[src/hw/rx_error_pkg.sv]
// Purpose: Constants for the receive error flag register block
// Assumes: Classic Wishbone slave, 32-bit data, byte addressed (0x18 flags, 0x1C control)
// Notes:   Register index 0x6 sits at byte address 0x18
package rx_error_pkg;

  localparam logic [7:0]  ERR_FLAGS_INDEX = 8'h06;
  localparam logic [7:0]  ERR_FLAGS_ADDR  = 8'h18;
  localparam logic [7:0]  CTRL_ADDR       = 8'h1C;
  localparam logic [31:0] ERR_FLAGS_RESET = 32'h00000000;
  localparam logic [31:0] UNMAPPED_READ   = 32'h00000000;
  localparam logic [1:0]  CRC_LEN_RESET   = 2'h2;
  localparam logic [12:0] MIN_LEN_RESET   = 13'h0000;
  localparam logic [12:0] MAX_LEN_RESET   = 13'h0FFF;
  localparam logic [6:0]  COLL_POS_RESET  = 7'h00;

  // Flag positions
  localparam int BIT_EMD_ANY        = 29;
  localparam int BIT_EMD_PHY        = 28;
  localparam int BIT_MINLEN         = 27;
  localparam int BIT_LE_CRC         = 26;
  localparam int BIT_SHORT_CHAR     = 25;
  localparam int BIT_NO_PARITY      = 24;
  localparam int BIT_NO_STOP        = 23;
  localparam int BIT_COLL_PARITY    = 22;
  localparam int BIT_COLL_STOP      = 21;
  localparam int BIT_COLLISION      = 18;
  localparam int BIT_HALT_RXOVER    = 17;
  localparam int BIT_HALT_FIELD     = 16;
  localparam int BIT_HALT_ERR       = 15;
  localparam int BIT_HALT_LEN       = 14;
  localparam int BIT_HALT_INVPAR    = 13;
  localparam int BIT_HALT_EOF       = 12;
  localparam int BIT_HALT_COLL      = 11;
  localparam int BIT_CRC            = 10;
  localparam int BIT_LEN_FIELD      = 9;
  localparam int BIT_PHY_COMM       = 8;
  localparam int BIT_PARITY         = 7;
  localparam int BIT_STOP           = 6;
  localparam int BIT_WRITE_ERR      = 5;
  localparam int BIT_POLL_OVFL      = 4;
  localparam int BIT_LATENCY        = 3;
  localparam int BIT_INTEGRITY      = 2;
  localparam int BIT_PROTOCOL       = 1;
  localparam int BIT_SUMMARY        = 0;

  localparam logic [7:0] POLL_PAYLOAD_LIMIT = 8'h1C;

  typedef enum logic [1:0] {
    MODE_A_106,
    MODE_A_HIGH,
    MODE_B,
    MODE_LEN_FIELD
  } rx_mode_type;

endpackage : rx_error_pkg

[src/hw/rx_error_flags.sv]
// Purpose: Sticky receive error and stop cause flags, read over Wishbone
// Assumes: Event inputs are one-cycle pulses from logic on sys_clk
// Notes:   Read-only; a new reception clears all flags
//
// Behaviour
// RULE1: Bit 29 on disturbance anywhere; bit 28 on disturbance in physical layer.
// RULE2: Bit 27 when frame length breaks configured minimum.
// RULE3: Bit 26 when frame length is at most CRC field length.
// RULE4: Bit 25 when last character has fewer than eight bits.
// RULE5: Bit 24 when full last character lacks expected parity bit.
// RULE6: Bit 23 when full last character lacks expected stop bit.
// RULE7: Bit 22 on collision at parity bit; bit 21 at stop bit.
// RULE8: Bit 18 on any collision during reception.
// RULE9: Bit 17 when a receive-over message ends reception.
// RULE10: Bit 16 when external field loss interrupts reception.
// RULE11: Bit 15 when a communication error halts reception.
// RULE12: Bit 14 when byte counter ends length-field frame.
// RULE13: Bit 13 on inverted parity end in high-rate Type A.
// RULE14: Bit 12 on end-of-frame pattern in Type B modes.
// RULE15: Bit 11 on data collision end in 106 kbps Type A.
// RULE16: Bit 10 when CRC check fails.
// RULE17: Bit 9 on bad length field, length-field modes only.
// RULE18: Bit 8 when physical layer reports communication errors.
// RULE19: Bit 7 on parity error; bit 6 on zero stop bit.
// RULE20: Bit 5 on system write error ack; bit 3 on congestion.
// RULE21: Bit 4 when poll payload exceeds 28 bytes; the code sets it in length-field mode only.
// RULE22: Bit 2 integrity, bit 1 protocol, bit 0 either.
// RULE23: Collision position valid only while collision flag set; the code's valid output trails bit 18 by one cycle.
// RULE24: Flags read-only, reset zero, ignore writes, clear on new reception.
//
// The Wishbone register port was chosen for this implementation.
`timescale 1ns/1ps

module rx_error_flags
  import rx_error_pkg::*;
(
  input  wire logic        sys_clk,
  input  wire logic        sys_rst,
  // Wishbone classic slave
  input  wire logic        wb_cyc_i,
  input  wire logic        wb_stb_i,
  input  wire logic        wb_we_i,
  input  wire logic [7:0]  wb_adr_i,
  input  wire logic [3:0]  wb_sel_i,
  input  wire logic [31:0] wb_dat_i,
  output logic      [31:0] wb_dat_o,
  output logic             wb_ack_o,
  // Receive path events, one-cycle pulses
  input  wire logic        rx_start,
  input  wire logic        disturbance_seen_phy,
  input  wire logic        disturbance_seen_decoder,
  input  wire logic        frame_end,
  input  wire logic [12:0] frame_bytes,
  input  wire logic [2:0]  last_char_bits,
  input  wire logic        last_parity_missing,
  input  wire logic        last_stop_missing,
  input  wire logic        coll_data,
  input  wire logic        coll_parity,
  input  wire logic        coll_stop,
  input  wire logic [6:0]  coll_pos_in,
  input  wire logic        halt_on_receive_over_msg,
  input  wire logic        halt_on_field_loss,
  input  wire logic        halt_on_comm_error,
  input  wire logic        halt_on_byte_count,
  input  wire logic        halt_on_inverted_parity,
  input  wire logic        halt_on_eof_pattern,
  input  wire logic        crc_fail,
  input  wire logic        len_short,
  input  wire logic [12:0] len_field,
  input  wire logic        phy_comm_error,
  input  wire logic        parity_fail,
  input  wire logic        stop_bit_sample,
  input  wire logic        stop_bit_strobe,
  input  wire logic        sys_write_err_ack,
  input  wire logic        sys_write_congested,
  input  wire logic        poll_request_active,
  input  wire logic [7:0]  poll_payload_len,
  // Status outputs
  output logic      [31:0] receive_error_flags,
  output logic      [6:0]  collision_position,
  output logic             collision_position_valid
);

  // Control register: [1:0] mode, [3:2] CRC field bytes, [7:4] read as zero,
  // [19:8] maximum length, [31:20] minimum length
  logic [1:0]  mode;
  logic [12:0] min_len;
  logic [12:0] max_len;
  logic [1:0]  crc_len;
  logic [6:0]  coll_pos_hold;
  logic        data_coll_seen;

  wire logic        bus_req    = wb_cyc_i && wb_stb_i && !wb_ack_o;
  wire logic        hit_flags  = wb_adr_i == ERR_FLAGS_ADDR;
  wire logic        hit_ctrl   = wb_adr_i == CTRL_ADDR;
  wire logic        ctrl_write = bus_req && wb_we_i && hit_ctrl && wb_sel_i[0];
  wire logic        len_write  = bus_req && wb_we_i && hit_ctrl && (&wb_sel_i[3:1]);
  wire logic [31:0] ctrl_view  = {min_len[11:0], max_len[11:0], 4'h0, crc_len, mode};
  wire logic [31:0] read_mux   = hit_flags ? receive_error_flags :
                                 hit_ctrl  ? ctrl_view : UNMAPPED_READ;

  wire logic mode_len   = mode == MODE_LEN_FIELD;
  wire logic mode_a106  = mode == MODE_A_106;
  wire logic mode_ahigh = mode == MODE_A_HIGH;
  wire logic mode_b     = mode == MODE_B;

  // Per-bit set terms
  logic [31:0] set_vec;
  wire logic short_frame  = frame_end && (frame_bytes < min_len);                          // see RULE2
  wire logic le_crc       = frame_end && (frame_bytes <= {11'h000, crc_len});              // see RULE3
  wire logic short_char   = frame_end && (last_char_bits != 3'h0);                         // see RULE4
  wire logic full_no_par  = frame_end && (last_char_bits == 3'h0) && last_parity_missing;  // see RULE5
  wire logic full_no_stop = frame_end && (last_char_bits == 3'h0) && last_stop_missing;    // see RULE6
  wire logic len_bad      = mode_len && (len_short ||
                            (frame_end && (len_field < min_len || len_field > max_len)));  // see RULE17
  wire logic stop_zero    = stop_bit_strobe && !stop_bit_sample;                           // see RULE19
  wire logic poll_ovfl    = mode_len && poll_request_active
                            && (poll_payload_len > POLL_PAYLOAD_LIMIT);                    // see RULE21
  wire logic integrity    = parity_fail || crc_fail;                                       // see RULE22
  wire logic protocol     = stop_zero || full_no_par || short_char;                        // see RULE22

  always_comb begin
    set_vec                  = 32'h00000000;
    set_vec[BIT_EMD_ANY]     = disturbance_seen_phy || disturbance_seen_decoder;         // see RULE1
    set_vec[BIT_EMD_PHY]     = disturbance_seen_phy;                                     // see RULE1
    set_vec[BIT_MINLEN]      = short_frame;
    set_vec[BIT_LE_CRC]      = le_crc;
    set_vec[BIT_SHORT_CHAR]  = short_char;
    set_vec[BIT_NO_PARITY]   = full_no_par;
    set_vec[BIT_NO_STOP]     = full_no_stop;
    set_vec[BIT_COLL_PARITY] = coll_parity;                                              // see RULE7
    set_vec[BIT_COLL_STOP]   = coll_stop;                                                // see RULE7
    set_vec[BIT_COLLISION]   = coll_data || coll_parity || coll_stop;                    // see RULE8
    set_vec[BIT_HALT_RXOVER] = halt_on_receive_over_msg;                                 // see RULE9
    set_vec[BIT_HALT_FIELD]  = halt_on_field_loss;                                       // see RULE10
    set_vec[BIT_HALT_ERR]    = halt_on_comm_error;                                       // see RULE11
    set_vec[BIT_HALT_LEN]    = halt_on_byte_count && mode_len;                           // see RULE12
    set_vec[BIT_HALT_INVPAR] = halt_on_inverted_parity && mode_ahigh;                    // see RULE13
    set_vec[BIT_HALT_EOF]    = halt_on_eof_pattern && mode_b;                            // see RULE14
    set_vec[BIT_HALT_COLL]   = coll_data && mode_a106;                                   // see RULE15
    set_vec[BIT_CRC]         = crc_fail;                                                 // see RULE16
    set_vec[BIT_LEN_FIELD]   = len_bad;
    set_vec[BIT_PHY_COMM]    = phy_comm_error;                                           // see RULE18
    set_vec[BIT_PARITY]      = parity_fail;                                              // see RULE19
    set_vec[BIT_STOP]        = stop_zero;
    set_vec[BIT_WRITE_ERR]   = sys_write_err_ack;                                        // see RULE20
    set_vec[BIT_POLL_OVFL]   = poll_ovfl;
    set_vec[BIT_LATENCY]     = sys_write_congested;                                      // see RULE20
    set_vec[BIT_INTEGRITY]   = integrity;
    set_vec[BIT_PROTOCOL]    = protocol;
    set_vec[BIT_SUMMARY]     = integrity || protocol;                                    // see RULE22
  end

  // Set beats the start-of-reception clear so a same-cycle event survives
  wire logic [31:0] next_flags = (rx_start ? 32'h00000000 : receive_error_flags) | set_vec; // see RULE24

  always_ff @(posedge sys_clk) begin
    if (sys_rst) begin
      receive_error_flags <= ERR_FLAGS_RESET;                                            // see RULE24
    end else begin
      receive_error_flags <= next_flags;
    end
  end

  // First data collision since start; parity or stop hits set bit 18 but must not block capture
  wire logic first_coll = coll_data && (!data_coll_seen || rx_start);                      // see RULE23

  always_ff @(posedge sys_clk) begin
    if (sys_rst) begin
      data_coll_seen <= 1'b0;
      coll_pos_hold  <= COLL_POS_RESET;
    end else begin
      data_coll_seen <= (data_coll_seen && !rx_start) || coll_data;
      if (first_coll) begin
        coll_pos_hold <= coll_pos_in;
      end
    end
  end

  always_ff @(posedge sys_clk) begin
    if (sys_rst) begin
      collision_position       <= COLL_POS_RESET;
      collision_position_valid <= 1'b0;
    end else begin
      collision_position       <= coll_pos_hold;
      collision_position_valid <= receive_error_flags[BIT_COLLISION];                    // see RULE23
    end
  end

  // Control register; writes to the flag word are acked and dropped
  always_ff @(posedge sys_clk) begin
    if (sys_rst) begin
      mode    <= MODE_A_106;
      crc_len <= CRC_LEN_RESET;
      min_len <= MIN_LEN_RESET;
      max_len <= MAX_LEN_RESET;
    end else begin
      if (ctrl_write) begin
        mode    <= wb_dat_i[1:0];
        crc_len <= wb_dat_i[3:2];
      end
      if (len_write) begin
        max_len <= {1'b0, wb_dat_i[19:8]};
        min_len <= {1'b0, wb_dat_i[31:20]};
      end
    end
  end

  always_ff @(posedge sys_clk) begin
    if (sys_rst) begin
      wb_ack_o <= 1'b0;
      wb_dat_o <= 32'h00000000;
    end else begin
      wb_ack_o <= bus_req;
      wb_dat_o <= bus_req ? read_mux : 32'h00000000;
    end
  end

endmodule : rx_error_flags

[config.mk]
export PLATFORM = sky130hd
export DESIGN_NAME = rx_error_flags
export DESIGN_NICKNAME = d
export VERILOG_FILES = /design/src/hw/rx_error_pkg.sv /design/src/hw/rx_error_flags.sv
export SDC_FILE = /design/constraint.sdc
export NUM_CORES = 1
export LEC_CHECK = 0
export ABC_CLOCK_PERIOD_IN_PS = 2150
export BUFFER_PORTS_ARGS = -buffer_cell sky130_fd_sc_hd__buf_2
export CORE_MARGIN = 2
export CORE_UTILIZATION = 48
export DETAILED_ROUTE_END_ITERATION = 16
export PLACE_DENSITY_LB_ADDON = 0.25
export SLEW_MARGIN = 20
export SYNTH_ARGS = -nofsm -noshare
export SYNTH_HDL_FRONTEND = slang
export SYNTH_SLANG_ARGS = --single-unit
[constraint.sdc]
create_clock -name sys_clk -period 2.15 [get_ports sys_clk]
set_input_delay 0.215 -clock sys_clk [delete_from_list [all_inputs] [get_ports sys_clk]]
set_output_delay 0.215 -clock sys_clk [all_outputs]
set_load 0.02 [all_outputs]
# ---- Yosys cells after proc, flatten, opt, wreduce, memory -nomap -nowiden
# Cells that the tools add are included.
# Widths: inputs -> output; s select.
dict set report op_classes {
  n_lt_le_gt_ge 5
  eq_ne 5
  mux 3
  n_bitwise 2
  reduce_logical 43
}
# operator count
set op_table {}
lappend op_table {{$mux 32} 3}
lappend op_table {{$or 32x30->32} 1}
lappend op_table {{$lt 13x12->1} 2}
lappend op_table {{$logic_and 1x1->1} 23}
lappend op_table {{$eq 8x5->1 const B} 2}
lappend op_table {{$gt 13x12->1} 1}
lappend op_table {{$le 13x2->1} 1}
lappend op_table {{$logic_or 1x1->1} 11}
lappend op_table {{$gt 8x5->1 const B} 1}
lappend op_table {{$eq 2x2->1 const B} 2}
lappend op_table {{$logic_not 1->1} 4}
lappend op_table {{$logic_not 3->1} 1}
lappend op_table {{$reduce_and 3->1} 1}
lappend op_table {{$reduce_bool 3->1} 1}
lappend op_table {{$eq 2x1->1 const B} 1}
lappend op_table {{$logic_not 2->1} 1}
lappend op_table {{$reduce_or 2->1} 1}
lappend op_table {{$not 1->1} 1}
dict set report totals {
  reg_bits 109
  input_bits 117
}

# ---- Longest topological paths before layout
# Gate-level depths: netlist of the first run.
dict set report logic_depth {
  depth_word 7
  ltp_mapped 8
  mapped_depth_nobuf 8
}

# ---- Least setup slack after synthesis of the first run
# Ideal clock, no wire load.
dict set report synth_path {
  path_type {flip-flop to flip-flop}
  startpoint {register min_len[6]}
  endpoint {register receive_error_flags[27]}
  setup_time_ns 0.086
  arrival_time_ns 1.628
  t_required_ns 2.064
  setup_slack_ns 0.436
  stages_incl_launch_ff 9
  path_buffers 0
  period_less_slack_ns 1.714
  path_cell_list {dfxtp_1 -> inv_1 -> ha_1 -> a21o_1 -> a21o_1 -> a21o_1 -> a211oi_1 -> o21ai_0 -> a211oi_1}
}
dict set report synth_between {
  elab_chain_len 3
}
# element line_no
set synth_lines {}
lappend synth_lines {{start: declaration} rx_error_flags.sv:87} ;# logic [12:0] min_len;
lappend synth_lines {{start signal: assignment} rx_error_flags.sv:204} ;# min_len <= {1'b0, wb_dat_i[31:20]};
lappend synth_lines {{$lt 13x12->1} rx_error_flags.sv:109} ;# wire logic short_frame = frame_end && (frame_bytes < min_len);
lappend synth_lines {{$logic_and 1x1->1} rx_error_flags.sv:109}
lappend synth_lines {{$or 32x30->32} rx_error_flags.sv:155} ;# wire logic [31:0] next_flags = (rx_start ? 32'h00000000 : receive_error_flags) | set_vec;
lappend synth_lines {{end signal: assignment} rx_error_flags.sv:161} ;# receive_error_flags <= next_flags;
lappend synth_lines {{end: declaration} rx_error_flags.sv:79} ;# output logic [31:0] receive_error_flags,
# No other way between the ends.
# A chain may end at the register's enable or synchronous reset.

# ---- Final worst setup path of the first run
# Same ends and word-level chain as after synthesis.

==> results.sh, run 1 <==
export IMPL_drive_gt1_share_pct=30.76
export IMPL_syn_to_final_growth_pct=26.33
export IMPL_routedWlPerCell_um=15.58
export IMPL_final_cell_area_sq_um=5744
export IMPL_initial_core_util_pct=49.44
export IMPL_drc=0
export IMPL_cp_arrival_ns=2.25
export IMPL_synth_most_common_cell="dfxtp_1"
export IMPL_cts_resized_gates=0
export IMPL_cpPeakStageDelay_ns=0.37
export IMPL_power_density_nw_per_um2=640.0
export IMPL_fin_nets=834
export IMPL_ios=190
export IMPL_clk_pin_slew_ns=0.12
export IMPL_crit_type="register to register"
export IMPL_syn_avg_cell_area_sq_um=9.022
export IMPL_tightest_slew_ns=0.5540
export IMPL_cts_made_buffers=9
export IMPL_path_max_fanout=3
export IMPL_postPlaceCellArea_sq_um=5545
export IMPL_cts_setup_buffers=0
export IMPL_async_reset_ff_share_pct=0
export IMPL_status="finished, final reports clean"
export IMPL_core_area_sq_um=9196
export IMPL_clock_skew_ns=0.01922
export IMPL_finish_utilization_pct=62.46
export IMPL_max_cap_violations=0
export IMPL_cts_sinks=105
export IMPL_cp_slowest_cell="dfxtp_1"
export IMPL_antenna_found_initial=0
export IMPL_ys_seq_area_share_pct=46.23
export IMPL_ys_ff_latch=105
export IMPL_ys_warn_count=0
export IMPL_fp_row_count=35
export IMPL_finalMaxSlewViolations=0
export IMPL_die_w_um=101.3
export IMPL_grt_max_degree=36
export IMPL_synthTopCellsByArea="dfxtp_1 46%, ha_1 9.9%, mux2i_1 6.8%"
export IMPL_synth_edf_count=0
export IMPL_drtIter0Drc=143
export IMPL_tns_ns=0
export IMPL_rsz0062_at_grt="false"
export IMPL_setup_violations=0
export IMPL_m1WireLength_um=5385
export IMPL_fillers=820
export IMPL_insertedDiodeCount=0
export IMPL_p_total_w=0.003676
export IMPL_avgViaCountPerCell=5.197
export IMPL_gp_congestion=1.020
export IMPL_final_antenna_net_count=0
export IMPL_fmax_mhz=504.4
export IMPL_multiInputGateArea_sq_um=2210
export IMPL_synth_top_cell_by_area="dfxtp_1"
export IMPL_ctsLongestPathBuffers=2
export IMPL_p_leak_nw=2.914
export IMPL_dpl_hpwl_um=9606
export IMPL_clock_root_buffer="clkbuf_8"
export IMPL_wl_met2_um=6046
export IMPL_ys_flop_type="dfxtp_1"
export IMPL_netlist_cell_type_count=44
export IMPL_die_y_um=101.3
export IMPL_hp_class="primary input to register"
export IMPL_grt_pass1_vias=4016
export IMPL_yosysTopAreaCellShare_pct=46.23
export IMPL_firstDrtPassIters=4
export IMPL_start_kind="register"
export IMPL_grt_pass1_wl_um=19130
export IMPL_cts_tree="done"
export IMPL_syn_inst=504
export IMPL_hold_viol=0
export IMPL_cp_end_kind="register"
export IMPL_track_usage_pct=23.86
export IMPL_port_buffers=181
export IMPL_synth_area_sq_um=4547
export IMPL_fin_crit_sh_pct=92.22
export IMPL_wirelength_um=12410
export IMPL_worstPathCellList="inv_1, ha_1, a21o_1, a21o_1, a21o_1, a211oi_1, o21ai_0, a211oi_1"
export IMPL_slew_limit_headroom_pct=62.58
export IMPL_cts_hold_fix_buffers=0
export IMPL_worstPathRequired_ns=2.42
export IMPL_fin_hold_ws_ns=0.04036
export IMPL_cp_common_cell="a21o_1"
export IMPL_clk_latency_ns=0.37
export IMPL_top_layer_used="met4"
export IMPL_vias=4142
export IMPL_period_minus_slack_ns=1.983
export IMPL_netlist_top_cells_count="105 x dfxtp_1, 65 x nand2_1, 63 x nor2_1"
export IMPL_grt_overflow=0
export IMPL_dr_wl_met3_um=848
export IMPL_fp_dieArea_sq_um=10270
export IMPL_max_vdd_ir_drop_v=0.0003718
export IMPL_htreeDepth=3
export IMPL_seq_area_sq_um=2102
## kinds of logic (layout without fill, tap and decap cells)
logic type	count (synthesis)	after routing	share of synthesized area [%]
compound gates	84	84	11.50
fa+ha+maj	36	36	9.906
buf+inv	56	235	5.421
flops	105	105	46.23
mux	31	31	6.824
other cells	1	4	0.08247
simple gates	191	191	20.03
## cells in the final DEF, fill, tap and decap left out, types with 2 or more instances in the layout
cell,instances
nor4_1,3
nand2b_1,4
nand2_1,65
and3_1,5
nand4b_1,3
a21o_1,5
a21oi_1,39
o41ai_1,2
mux2i_1,31
nor2_1,63
o21ai_0,10
ha_1,36
nor2b_1,9
dfxtp_1,105
nor3_1,5
clkbuf_8,9
nand3b_1,14
nand3_1,5
buf_2,181
inv_8,3
a32oi_1,5
buf_4,8
inv_1,28
conb_1,4
and4b_1,3
o21a_1,3
a211oi_1,8
and2_1,5
a21oi_2,3
nand4_1,4
## sequential cells by signal, indices dropped and copies added, names as in the netlist
name                      count
collision_position            7
coll_pos_hold                 7
min_len                      12
wb_dat_o                     32
crc_len                       2
max_len                      12
mode                          2
receive_error_flags          28
data_coll_seen                1
collision_position_valid      1
wb_ack_o                      1
## final cells by class
class                           instances  area share, %
Sequential cell                       105          36.59
Clock inverter                          7          1.307
Timing Repair Buffer                  190          17.16
Tap cell                              111          2.418
Inverter                               29          1.895
Clock buffer                            9          2.156
Multi-Input combinational cell        346          38.47
## worst paths after layout
check        cells past startpoint                                  to  slack, ns                               from
max                              8  receive_error_flags[27]$_SDFF_PP0_       0.17            min_len[6]$_SDFFE_PP0P_
min                              3  receive_error_flags[17]$_SDFF_PP0_       0.04           halt_on_receive_over_msg
max reg2reg                      8  receive_error_flags[27]$_SDFF_PP0_       0.17            min_len[6]$_SDFFE_PP0P_
min reg2reg                      2   receive_error_flags[2]$_SDFF_PP0_       0.47  receive_error_flags[2]$_SDFF_PP0_
## metal layers
layer  global-route usage [%]  vias up
li1                         -     2070
met2                    40.14      152
met5                        0        -
met3                    4.762       11
met1                    31.17     1909
met4                    6.965        0
## worst max-delay path, delay by kind of cell (launching register included)
kind,cells,cell delay [ns]
fa+ha+maj,1,0.31
compound gates,6,1.12
flops,1,0.37
buf+inv,1,0.09
## per-stage QoR
stage / worst slack [ns] / instances
after detailed placement: 0.2763 / 781
after floorplan: 0.4361 / 507
after global placement: 0.3141 / 781
after CTS: 0.2263 / 797
final: 0.1674 / 797
after global routing: 0.07186 / 797
## power by group
group          total [W]  internal (W)  leakage, nW  switching (W)
logic           0.000414      0.000185         1.96       0.000229
clock network    0.00125      0.000469       0.0990       0.000783
registers        0.00201       0.00199        0.855      0.0000244
No activity file was read; power rests on OpenSTA's default activity.
==> inputs of run 2 (changes only) <==
--- a/config.mk
+++ b/config.mk
@@ -5,7 +5,6 @@
 export SDC_FILE = /design/constraint.sdc
 export NUM_CORES = 1
 export LEC_CHECK = 0
-export ABC_CLOCK_PERIOD_IN_PS = 2150
 export BUFFER_PORTS_ARGS = -buffer_cell sky130_fd_sc_hd__buf_2
 export CORE_MARGIN = 2
 export CORE_UTILIZATION = 48
==> constraint.sdc (replaced) <==
create_clock -name sys_clk -period 2 [get_ports sys_clk]
set_input_delay 0.2 -clock sys_clk [delete_from_list [all_inputs] [get_ports sys_clk]]
set_output_delay 0.2 -clock sys_clk [all_outputs]
set_load 0.02 [all_outputs]
==> run 2 against run 1 <==
Effect of this change:
- design area grew 0.61%
- largest power group unchanged
- cell count is the same
- register-to-register slack lost 0.02 ns
- sequential power grew 7%
- clock power grew 14%
- wire length grew 0.31%
==> results.sh, run 2 (synthesis results as in run 1) <==
export IMPL_status="finished, final reports clean"
export IMPL_initial_core_util_pct=49.44
export IMPL_dr_wl_met3_um=762
export IMPL_instances_no_fill=797
export IMPL_final_antenna_net_count=0
export IMPL_core_area_sq_um=9196
export IMPL_placedCellCount=781
export IMPL_wirelength_um=12450
export IMPL_worstPathRequired_ns=2.28
export IMPL_die_y_um=101.3
export IMPL_tns_ns=0
export IMPL_cp_num_buf_inv=1
export IMPL_clk_latency_ns=0.37
export IMPL_fin_hold_ws_ns=0.02772
export IMPL_grt_pass1_vias=3993
export IMPL_hold_viol=0
export IMPL_cp_arrival_ns=2.13
export IMPL_largest_register_ffs=32
export IMPL_period_minus_slack_ns=1.856
export IMPL_die_w_um=101.3
export IMPL_p_leak_nw=2.928
export IMPL_multiInputGateArea_sq_um=2210
export IMPL_path_max_fanout=3
export IMPL_start_kind="register"
export IMPL_grt_pass1_wl_um=19110
export IMPL_m1WireLength_um=5515
export IMPL_fmax_mhz=538.7
export IMPL_seq_area_sq_um=2103
export IMPL_track_usage_pct=23.95
export IMPL_worstPathCellList="inv_1, ha_1, a21o_1, a21o_1, a21o_1, a211oi_1, o21ai_1, a211oi_1"
export IMPL_rsz0062_at_grt="false"
export IMPL_tightest_slew_ns=0.6249
export IMPL_gp_congestion=0.9568
export IMPL_clk_pin_slew_ns=0.12
export IMPL_power_density_nw_per_um2=698.5
export IMPL_hp_class="primary input to register"
export IMPL_top_regs="wb_dat_o: 32 flops, receive_error_flags: 28 flops"
export IMPL_firstDrtPassIters=4
export IMPL_clock_root_buffer="clkbuf_8"
export IMPL_cp_common_cell="a21o_1"
export IMPL_max_cap_violations=0
export IMPL_fillers=872
export IMPL_fin_crit_sh_pct=92.82
export IMPL_mostFrequentLayoutCells="181 x buf_2, 104 x dfxtp_1, 65 x nand2_1"
export IMPL_cp_end_kind="register"
export IMPL_routedWlPerCell_um=15.62
export IMPL_ctsLongestPathBuffers=2
export IMPL_top_layer_used="met4"
export IMPL_cts_sinks=105
export IMPL_crit_family="compound AO/OA/AOI/OAI gates"
export IMPL_finalMaxSlewViolations=0
export IMPL_cpPeakStageDelay_ns=0.35
export IMPL_fp_row_count=35
export IMPL_port_buffers=181
export IMPL_insertedDiodeCount=0
export IMPL_dpl_hpwl_um=9519
export IMPL_drive_gt1_share_pct=30.90
export IMPL_drtIter0Drc=94
export IMPL_syn_to_final_growth_pct=27.11
export IMPL_avgViaCountPerCell=5.212
export IMPL_fin_nets=834
export IMPL_crit_type="register to register"
export IMPL_clock_skew_ns=0.01943
export IMPL_cts_made_buffers=9
export IMPL_cp_slowest_cell="dfxtp_2"
export IMPL_slew_limit_headroom_pct=57.79
export IMPL_ios=190
export IMPL_max_vdd_ir_drop_v=0.0004423
export IMPL_wl_met2_um=5959
export IMPL_cts_tree="done"
export IMPL_htreeDepth=3
export IMPL_vias=4154
export IMPL_layout_commonest_cell="buf_2"
export IMPL_cts_hold_fix_buffers=0
export IMPL_setup_violations=0
export IMPL_regMostFlops="wb_dat_o"
export IMPL_antenna_found_initial=0
export IMPL_grt_max_degree=75
export IMPL_grt_overflow=0
export IMPL_drc=0
export IMPL_fp_dieArea_sq_um=10270
## run 2: through the flow
stage / total power [W] / setup slack, ns / util, % / cell area, sq um
floorplan: 0.002439 / 0.2861 / - / 4558
global placement: 0.002640 / 0.1667 / 60.44 / 5558
detailed placement: 0.002654 / 0.1087 / 60.44 / 5558
CTS: 0.004067 / 0.06168 / 62.83 / 5778
global route: 0.004194 / 0.007016 / 62.84 / 5779
finish: 0.004037 / 0.1437 / 62.84 / 5779
## run 2: path summary, 6_finish.rpt
kind | start | to | slack, ns | depth (start not counted)
worst max-delay path | min_len[6]$_SDFFE_PP0P_ | receive_error_flags[27]$_SDFF_PP0_ | 0.14 | 8
worst min-delay path | phy_comm_error | receive_error_flags[8]$_SDFF_PP0_ | 0.03 | 3
worst max register to register | min_len[6]$_SDFFE_PP0P_ | receive_error_flags[27]$_SDFF_PP0_ | 0.14 | 8
worst min register to register | coll_pos_hold[1]$_SDFFE_PP0P_ | collision_position[1]$_SDFF_PP0_ | 0.47 | 1
## run 2: final cells by class
cell class | count | area share, %
clock buffer | 10 | 2.381
sequential | 105 | 36.39
tap | 111 | 2.403
timing repair buffer | 190 | 17.28
multi-input combinational | 346 | 38.23
inverter | 29 | 1.884
clock inverter | 6 | 1.429
## run 2: routing by layer
metal | GRT usage (%) | up-vias
met5 | 0 | -
met2 | 41.26 | 138
met4 | 8.212 | 0
met1 | 30.11 | 1926
li1 | - | 2071
met3 | 4.486 | 19
## run 2: repair_timing
item	4_1_cts	5_1_grt
setup buffers	0	0
setup endpoints to repair	0	1
gates resized for setup	0	2
## run 2: where the power goes
group	internal, W	total, W	switching [W]
registers	0.00213	0.00216	0.0000264
clock network	0.000642	0.00143	0.000788
logic	0.000200	0.000446	0.000246
total	0.00298	0.00404	0.00106
## run 2: worst register-to-register path: stages, from the launching register on
cell and delay (ns):
dfxtp_2 0.35, inv_1 0.06, ha_1 0.30, a21o_1 0.19, a21o_1 0.17, a21o_1 0.17, a211oi_1 0.23, o21ai_1 0.10
a211oi_1 0.19
